[src/verilog/amcs_pkg.sv]
`default_nettype none
package amcs_pkg;
    // register offsets on the register access port
    localparam logic [7:0] AMCS_CONFIG_TWO_ADDR = 8'h73;
    localparam logic [7:0] AMCS_MASK_ONE_ADDR = 8'h74;
    localparam logic [7:0] AMCS_MASK_TWO_ADDR = 8'h75;
    // reset values
    localparam logic [7:0] AMCS_CONFIG_TWO_RST = 8'h00;
    localparam logic [7:0] AMCS_MASK_ONE_RST = 8'h00;
    localparam logic [7:0] AMCS_MASK_TWO_RST = 8'h00;
    // config two field
    localparam int AMCS_CFG2_RSVD_BIT = 7;
    // mask one fields
    localparam int AMCS_M1_V25_BIT = 0;
    localparam int AMCS_M1_SUPPLY_RAIL_BIT = 1;
    localparam int AMCS_M1_OWN_SUPPLY_BIT = 2;
    localparam int AMCS_M1_V5_BIT = 3;
    localparam int AMCS_M1_REMOTE_ONE_TEMP_BIT = 4;
    localparam int AMCS_M1_LOCAL_TEMP_BIT = 5;
    localparam int AMCS_M1_REMOTE_TWO_TEMP_BIT = 6;
    localparam int AMCS_M1_SECOND_MASK_GATE_BIT = 7;
    // mask two fields
    localparam int AMCS_M2_V12_BIT = 0;
    localparam int AMCS_M2_OVERTEMP_BIT = 1;
    localparam int AMCS_M2_FAN_LSB = 2;
    localparam int AMCS_M2_DIODE_ONE_BIT = 6;
    localparam int AMCS_M2_DIODE_TWO_BIT = 7;
    // mask two bits writable by the host (bit 1 is read only)
    localparam logic [7:0] AMCS_MASK_TWO_WR_MASK = 8'hfd;
    // counts
    localparam int AMCS_NUM_VOLT_CH = 5;
    localparam int AMCS_NUM_TEMP_CH = 3;
    localparam int AMCS_NUM_FANS = 4;
    localparam int AMCS_CHAN_SEL_W = 3;
    localparam int AMCS_NUM_CHANNELS = 8;

    typedef enum logic [2:0] {
        AMCS_CH_V25 = 3'b000,
        AMCS_CH_SUPPLY_RAIL = 3'b001,
        AMCS_CH_OWN_SUPPLY = 3'b010,
        AMCS_CH_V5 = 3'b011,
        AMCS_CH_V12 = 3'b100,
        AMCS_CH_REMOTE_ONE = 3'b101,
        AMCS_CH_LOCAL = 3'b110,
        AMCS_CH_REMOTE_TWO = 3'b111
    } amcs_chan_t;
endpackage : amcs_pkg
`default_nettype wire

[src/verilog/amcs_chan_decode.sv]
`default_nettype none
module amcs_chan_decode
    import amcs_pkg::*;
(
    input wire logic mclk_in,
    input wire logic arst_n_in,
    input wire logic ce_in,
    input wire logic single_channel_a_in,
    input wire logic [AMCS_CHAN_SEL_W-1:0] chan_sel_in,
    output logic single_mode_out,
    output logic [AMCS_NUM_CHANNELS-1:0] chan_onehot_out
);
    logic single_mode_reg;
    logic single_mode_next;
    logic [AMCS_NUM_CHANNELS-1:0] chan_reg;
    logic [AMCS_NUM_CHANNELS-1:0] chan_next;
    amcs_chan_t sel;

    always_comb begin
        sel = amcs_chan_t'(chan_sel_in);
        single_mode_next = single_channel_a_in;
        chan_next = '0;
        if (single_channel_a_in) begin
            case (sel)
                AMCS_CH_V25: chan_next[0] = 1'b1;
                AMCS_CH_SUPPLY_RAIL: chan_next[1] = 1'b1;
                AMCS_CH_OWN_SUPPLY: chan_next[2] = 1'b1;
                AMCS_CH_V5: chan_next[3] = 1'b1;
                AMCS_CH_V12: chan_next[4] = 1'b1;
                AMCS_CH_REMOTE_ONE: chan_next[5] = 1'b1;
                AMCS_CH_LOCAL: chan_next[6] = 1'b1;
                AMCS_CH_REMOTE_TWO: chan_next[7] = 1'b1;
                default: chan_next = '0;
            endcase
        end
    end

    always_ff @(posedge mclk_in or negedge arst_n_in) begin
        if (!arst_n_in) begin
            single_mode_reg <= 1'b0;
            chan_reg <= '0;
        end else if (ce_in) begin
            single_mode_reg <= single_mode_next;
            chan_reg <= chan_next;
        end
    end

    assign single_mode_out = single_mode_reg;
    assign chan_onehot_out = chan_reg;
endmodule : amcs_chan_decode
`default_nettype wire

[src/verilog/amcs_alert_mask.sv]
`default_nettype none
// Functional notes
// - channel codes 001..111 select supply rail, own supply, 5 V, 12 V, remote one, local, remote two.
// - single-channel mode follows the conversion-mode bit, channel from select bits 7:5, 000 is 2.5 V.
// - config two bit 7 is a reserved read/write bit with no function.
// - while the global lock is one, writes to config two are ignored.
// - config two resets to zero.
// - mask one bits 0..3 mask 2.5 V, supply rail, own supply and 5 V alerts.
// - mask one bits 4..6 mask remote one, local and remote two temperature alerts.
// - mask two takes effect only while mask one bit 7 is one.
// - mask two bit 0 masks 12 V alerts when gated on.
// - mask two bit 1 is read only to the host and masks thermal-limit alerts.
// - mask two bits 2..5 mask fan one to four fault alerts.
// - mask two bits 6 and 7 mask remote one and two diode fault alerts.
// - both mask registers reset to zero.
// - the shared pin is the open-drain alert only while alert enable is one, else pwm.
module amcs_alert_mask
    import amcs_pkg::*;
#(
    parameter int NUM_FANS = AMCS_NUM_FANS,
    parameter int CHAN_SEL_W = AMCS_CHAN_SEL_W
) (
    input wire logic mclk_in,
    input wire logic arst_n_in,
    input wire logic ce_in,
    input wire logic [7:0] reg_addr_in,
    input wire logic reg_wr_in,
    input wire logic [7:0] reg_wdata_in,
    output logic [7:0] reg_rdata_out,
    input wire logic global_lock_in,
    input wire logic alert_enable_in,
    input wire logic single_channel_a_in,
    input wire logic [CHAN_SEL_W-1:0] chan_sel_in,
    input wire logic overtemp_mask_in,
    input wire logic [AMCS_NUM_VOLT_CH-1:0] volt_limit_in,
    input wire logic [AMCS_NUM_TEMP_CH-1:0] temp_limit_in,
    input wire logic thermal_limit_signal_in,
    input wire logic [NUM_FANS-1:0] fan_fault_in,
    input wire logic [1:0] diode_fault_in,
    input wire logic pwm_two_in,
    output logic alert_active_out,
    output logic pin_out,
    output logic pin_oe_out,
    output logic single_mode_out,
    output logic [AMCS_NUM_CHANNELS-1:0] chan_onehot_out,
    output logic [7:0] config_two_out
);
    // the mask two layout has exactly four fan bits and a 3-bit select
    if (NUM_FANS != AMCS_NUM_FANS || CHAN_SEL_W != AMCS_CHAN_SEL_W) begin
        $error("amcs_alert_mask: unsupported NUM_FANS or CHAN_SEL_W");
    end

    function automatic logic [7:0] merge_bits(input logic [7:0] old_v,
                                              input logic [7:0] new_v,
                                              input logic [7:0] wmask);
        merge_bits = (old_v & ~wmask) | (new_v & wmask);
    endfunction : merge_bits

    logic [7:0] config_two_reg;
    logic [7:0] config_two_next;
    logic [7:0] mask_one_reg;
    logic [7:0] mask_one_next;
    logic [7:0] mask_two_reg;
    logic [7:0] mask_two_next;
    logic [7:0] rdata_reg;
    logic [7:0] rdata_next;
    logic alert_reg;
    logic alert_next;
    logic pin_reg;
    logic pin_next;
    logic pin_oe_reg;
    logic pin_oe_next;

    // register state
    always_comb begin
        config_two_next = config_two_reg;
        mask_one_next = mask_one_reg;
        mask_two_next = mask_two_reg;
        // read-only overtemp bit tracks the thermal block's setting
        mask_two_next[AMCS_M2_OVERTEMP_BIT] = overtemp_mask_in;
        if (reg_wr_in) begin
            case (reg_addr_in)
                AMCS_CONFIG_TWO_ADDR: begin
                    // all 8 bits stored, bit 7 has no function
                    if (!global_lock_in) begin
                        config_two_next = reg_wdata_in;
                    end
                end
                AMCS_MASK_ONE_ADDR: mask_one_next = reg_wdata_in;
                AMCS_MASK_TWO_ADDR: begin
                    mask_two_next = merge_bits(mask_two_next, reg_wdata_in,
                                               AMCS_MASK_TWO_WR_MASK);
                end
                default: ;
            endcase
        end
        case (reg_addr_in)
            AMCS_CONFIG_TWO_ADDR: rdata_next = config_two_reg;
            AMCS_MASK_ONE_ADDR: rdata_next = mask_one_reg;
            AMCS_MASK_TWO_ADDR: rdata_next = mask_two_reg;
            default: rdata_next = 8'h00;
        endcase
    end

    always_ff @(posedge mclk_in or negedge arst_n_in) begin
        if (!arst_n_in) begin
            config_two_reg <= AMCS_CONFIG_TWO_RST;
            mask_one_reg <= AMCS_MASK_ONE_RST;
            mask_two_reg <= AMCS_MASK_TWO_RST;
            rdata_reg <= 8'h00;
        end else if (ce_in) begin
            config_two_reg <= config_two_next;
            mask_one_reg <= mask_one_next;
            mask_two_reg <= mask_two_next;
            rdata_reg <= rdata_next;
        end
    end

    // alert and pin state
    logic [7:0] eff_mask_two;
    logic [6:0] cause_one;
    logic [7:0] cause_two;

    always_comb begin
        // mask two is void unless the gate bit is set
        eff_mask_two = mask_one_reg[AMCS_M1_SECOND_MASK_GATE_BIT] ?
                       mask_two_reg : 8'h00;
        cause_one = {temp_limit_in, volt_limit_in[3:0]};
        cause_two = {diode_fault_in, fan_fault_in,
                     thermal_limit_signal_in, volt_limit_in[4]};
        alert_next = |(cause_one & ~mask_one_reg[6:0]) |
                     (cause_two[AMCS_M2_V12_BIT] &
                      ~eff_mask_two[AMCS_M2_V12_BIT]) |
                     (cause_two[AMCS_M2_OVERTEMP_BIT] &
                      ~eff_mask_two[AMCS_M2_OVERTEMP_BIT]) |
                     |(cause_two[5:2] & ~eff_mask_two[5:2]) |
                     |(cause_two[7:6] & ~eff_mask_two[7:6]);
        // default pwm; alert drives low only, open drain
        if (alert_enable_in) begin
            pin_next = 1'b0;
            pin_oe_next = alert_next;
        end else begin
            pin_next = pwm_two_in;
            pin_oe_next = 1'b1;
        end
    end

    always_ff @(posedge mclk_in or negedge arst_n_in) begin
        if (!arst_n_in) begin
            alert_reg <= 1'b0;
            pin_reg <= 1'b0;
            pin_oe_reg <= 1'b1;
        end else if (ce_in) begin
            alert_reg <= alert_next;
            pin_reg <= pin_next;
            pin_oe_reg <= pin_oe_next;
        end
    end

    amcs_chan_decode u_chan_decode (
        .mclk_in(mclk_in),
        .arst_n_in(arst_n_in),
        .ce_in(ce_in),
        .single_channel_a_in(single_channel_a_in),
        .chan_sel_in(chan_sel_in),
        .single_mode_out(single_mode_out),
        .chan_onehot_out(chan_onehot_out)
    );

    assign reg_rdata_out = rdata_reg;
    assign alert_active_out = alert_reg;
    assign pin_out = pin_reg;
    assign pin_oe_out = pin_oe_reg;
    assign config_two_out = config_two_reg;
endmodule : amcs_alert_mask
`default_nettype wire

[config.mk]
export PLATFORM = sky130hd
export DESIGN_NAME = amcs_alert_mask
export DESIGN_NICKNAME = d
export VERILOG_FILES = /design/src/verilog/amcs_pkg.sv /design/src/verilog/amcs_chan_decode.sv /design/src/verilog/amcs_alert_mask.sv
export SDC_FILE = /design/constraint.sdc
export NUM_CORES = 1
export LEC_CHECK = 0
export BUFFER_PORTS_ARGS = -buffer_cell sky130_fd_sc_hd__buf_2
export CORE_UTILIZATION = 50
export DETAILED_ROUTE_END_ITERATION = 8
export PLACE_DENSITY_LB_ADDON = 0.1
export SLEW_MARGIN = 20
export SYNTH_ARGS = -nofsm -noshare
export SYNTH_HDL_FRONTEND = slang
export SYNTH_SLANG_ARGS = --single-unit
[constraint.sdc]
create_clock -name mclk_in -period 1.9 [get_ports mclk_in]
set_input_delay 0.19 -clock mclk_in [delete_from_list [all_inputs] [get_ports mclk_in]]
set_output_delay 0.19 -clock mclk_in [all_outputs]
set_load 0.05 [all_outputs]
==> flow_metrics.env <==
export IMPL_clkSinkCount=44
export IMPL_antenna_found_initial=0
export IMPL_min_path_cells=2
export IMPL_ys_warn_count=0
export IMPL_depth_of_the_worst_register_to_register_path=4
export IMPL_crit_type="in -> reg"
export IMPL_setup_clock_skew_after_layout_ns=0.008995
export IMPL_first_iter_violations=80
export IMPL_floorplan_die_width_um=66.94
export IMPL_power_sequential_fraction_pct=51.3
export IMPL_worstPathArrival_ns=1.69
export IMPL_port_buffers=70
export IMPL_layout_nets=299
export IMPL_critical_path_required_ns=2.08
export IMPL_route_detailed_vias_per_inst=5.371
export IMPL_finalCritPeriodShare_pct=79.63
export IMPL_netlist_area_um2=2108
export IMPL_gp_congestion=0.9024
export IMPL_timing_final_max_slew_violations=0
export IMPL_antenna_violating_nets_post_route=0
export IMPL_power_combinational_fraction_pct=11.8
export IMPL_vdd_drop_max_uv=381.3
export IMPL_rows=23
export IMPL_endpoint_kind="flop"
export IMPL_grt_max_degree=32
export IMPL_core_um2=4029
export IMPL_worstMarginPinSlew_ns=0.5204
export IMPL_worst_path_max_fanout=8
export IMPL_most_common_layout_cells="sky130_fd_sc_hd__buf_2, sky130_fd_sc_hd__dfrtp_1, sky130_fd_sc_hd__inv_1"
export IMPL_p_clk_share_pct=36.9
export IMPL_syn_nets=223
export IMPL_worst_skew_pair_latency_ns=0.30
export IMPL_tns_ns=0
export IMPL_floorplan_initialDensity_pct=52.33
export IMPL_cap_violations=0
export IMPL_maxSlewHeadroom_pct=65.30
export IMPL_final_common_cell="sky130_fd_sc_hd__buf_2"
export IMPL_route_final_wire_length_um=4731
export IMPL_synth_cell_types=31
export IMPL_dr_total_vias=1649
export IMPL_cts_tree="yes"
export IMPL_clk_pin_slew_worst_paths_ns=0.09
export IMPL_total_iterations_of_the_first_detailed_routing_run=4
export IMPL_run_status="finished clean"
export IMPL_io_pin_count=71
export IMPL_grt_first_pass_wirelength_um=7548
export IMPL_worstHoldStart="alert_enable_in"
export IMPL_top_layer="met4"
export IMPL_finalWorstPathRequiredPeriod_ns=1.513
export IMPL_detail_route_wl_per_cell_um=15.41
export IMPL_detailedPlacementHpwl_um=3595
export IMPL_power_static_leakage_uw=0.001367
export IMPL_cpPeakStageDelay_ns=0.60
export IMPL_drc=0
export IMPL_cts_max_path_buffers=2
export IMPL_netlist_instances=180
export IMPL_crit_path_cell_trace="buf_2 -> and4bb_1 -> nand4_1 -> or3_1 -> mux2_4"
export IMPL_switching_share_pct=24.44
export IMPL_internal_power_uw=1435
export IMPL_number_of_buffers_created_by_cts=5
export IMPL_gr_usage_all_layers_pct=23.49
export IMPL_globalRouteOverflowTotal=0
export IMPL_setup_viol_count_final=0
export IMPL_drive_gt1_share_pct=42.80
export IMPL_whs_ns=0.06414
export IMPL_clock_tree_htree_level_count=2
export IMPL_max_clock_freq_ghz=0.6610
export IMPL_number_of_global_route_vias_before_repair=1550
export IMPL_met1_layer_wirelength_in_the_final_routing_um=2216
export IMPL_synth_yosys_seq_area_share_pct=52.28
export IMPL_critPathLaunch="reg_addr_in[3]"
export IMPL_start_kind="primary input"
export IMPL_met2WireLength_um=2199
export IMPL_timing_hold_worst_class="in -> reg"
export IMPL_cpMaxStageDelayCell="sky130_fd_sc_hd__or3_1"
export IMPL_switching_power_uw=464.3
export IMPL_insertedDiodeCount=0
export IMPL_ctsRootBufferMaster="sky130_fd_sc_hd__clkbuf_8"
export IMPL_area_delta_synth_final_pct=25.76
export IMPL_ys_seq_elements=44
export IMPL_die_y_um=66.94
export IMPL_syn_mean_instance_area_um2=11.71
export IMPL_power_density_nw_per_um2=716.5
export IMPL_timing_hold_violations_final=0
export IMPL_worstReg2RegStart="mask_one_reg[1]$_DFFE_PN0P_"
export IMPL_wl_met3_um=257
export IMPL_die_area_um2=4480
export IMPL_rsz0062_at_grt="no"
critical path: cells and delay by family:
family,cells,cell delay [ns]
buf+inv,1,0.12
simple gates,3,1.00
mux,1,0.38
Yosys cell counts:
master / n / area share, %
sky130_fd_sc_hd__dfrtp_1: 43 / 51
sky130_fd_sc_hd__inv_1: 21 / 3.7
sky130_fd_sc_hd__mux2_2: 17 / 9.1
sky130_fd_sc_hd__nand2b_1: 13 / 3.9
sky130_fd_sc_hd__mux2i_1: 9 / 4.3
sky130_fd_sc_hd__a2bb2oi_1: 8 / 3.3
sky130_fd_sc_hd__mux2_4: 8 / 5.7
sky130_fd_sc_hd__o21ai_0: 8 / 1.9
sky130_fd_sc_hd__o22ai_1: 8 / 2.4
sky130_fd_sc_hd__nand4_1: 7 / 2.1
sky130_fd_sc_hd__nand3_1: 4 / 0.95
sky130_fd_sc_hd__nor4_1: 4 / 1.2
sky130_fd_sc_hd__o2111ai_1: 4 / 1.7
sky130_fd_sc_hd__clkbuf_1: 3 / 0.53
sky130_fd_sc_hd__nor2_1: 3 / 0.53
sky130_fd_sc_hd__nor2b_1: 3 / 0.89
sky130_fd_sc_hd__nand2_1: 2 / 0.36
sky130_fd_sc_hd__nand3b_1: 2 / 0.71
sky130_fd_sc_hd__a21o_1: 1 / 0.36
sky130_fd_sc_hd__a21oi_1: 1 / 0.24
sky130_fd_sc_hd__a31oi_1: 1 / 0.30
sky130_fd_sc_hd__and3_1: 1 / 0.30
sky130_fd_sc_hd__and4bb_1: 1 / 0.59
sky130_fd_sc_hd__buf_1: 1 / 0.18
sky130_fd_sc_hd__buf_4: 1 / 0.36
sky130_fd_sc_hd__buf_6: 1 / 0.53
sky130_fd_sc_hd__dfstp_2: 1 / 1.2
sky130_fd_sc_hd__nor3_2: 1 / 0.47
sky130_fd_sc_hd__nor4_2: 1 / 0.59
sky130_fd_sc_hd__or3_1: 1 / 0.30
sky130_fd_sc_hd__or4_1: 1 / 0.36
worst paths after layout:
kind                                                 to  slack, ns
setup reg to reg           alert_active_out$_DFFE_PN0P_       0.58
hold reg to reg                  pin_oe_out$_DFFE_PN1P_       0.51
min in group asynchronous  reg_rdata_out[6]$_DFFE_PN0P_       0.39
max in group asynchronous        pin_oe_out$_DFFE_PN1P_       0.95
hold / removal                   pin_oe_out$_DFFE_PN1P_       0.06
setup / recovery            mask_one_reg[7]$_DFFE_PN0P_       0.39
repair_timing:
action | CTS | global route
gates resized for setup | 0 | 0
hold buffers | 1 | 0
endpoints found under the hold margin | 21 | 0
buffers inserted | 0 | 0
per-stage QoR:
stage	cell area [µm²]	std cells	setup WS (ns)	power [µW]	util, %
floorplan	2108	180	0.4006	1107	-
global placement	2530	298	0.09558	1214	62.80
CTS	2651	307	0.3810	1915	65.81
global route	2651	307	0.3153	1977	65.81
finish	2651	307	0.3871	1900	65.81
detailed placement	2530	298	0.06113	1217	62.80
metal layers:
layer,track usage [%],up-vias
met5,0,-
met2,37.25,56
met1,31.98,789
met4,7.713,0
li1,-,797
met3,4.623,7
power by group through the flow:
stage / Sequential (µW) / Combinational, µW / Clock [µW]
after global placement: 992 / 222 / 0
after detailed placement: 992 / 225 / 0
after global routing: 977 / 245 / 755
after floorplan: 1030 / 72.1 / 0
after CTS: 974 / 226 / 715
final: 974 / 224 / 702
final cells by class:
type | count | area [µm²]
clock buffer | 5 | 68.82
tap | 50 | 62.56
timing repair buffer | 75 | 402.9
sequential | 44 | 1102
multi-input combinational | 109 | 893.4
inverter | 21 | 78.83
fill | 361 | 1378
clock inverter | 3 | 42.54
kinds of logic after synthesis:
| group | count (synthesis) | share of synthesized area [%] |
|---|---|---|
| buffers and inverters | 27 | 5.341 |
| AND/OR/NAND/NOR | 44 | 13.18 |
| multiplexers | 34 | 19.05 |
| AO/OA/AOI/OAI | 31 | 10.15 |
| flip-flops | 44 | 52.28 |
Note: power is estimated with default switching activity, not from simulation.
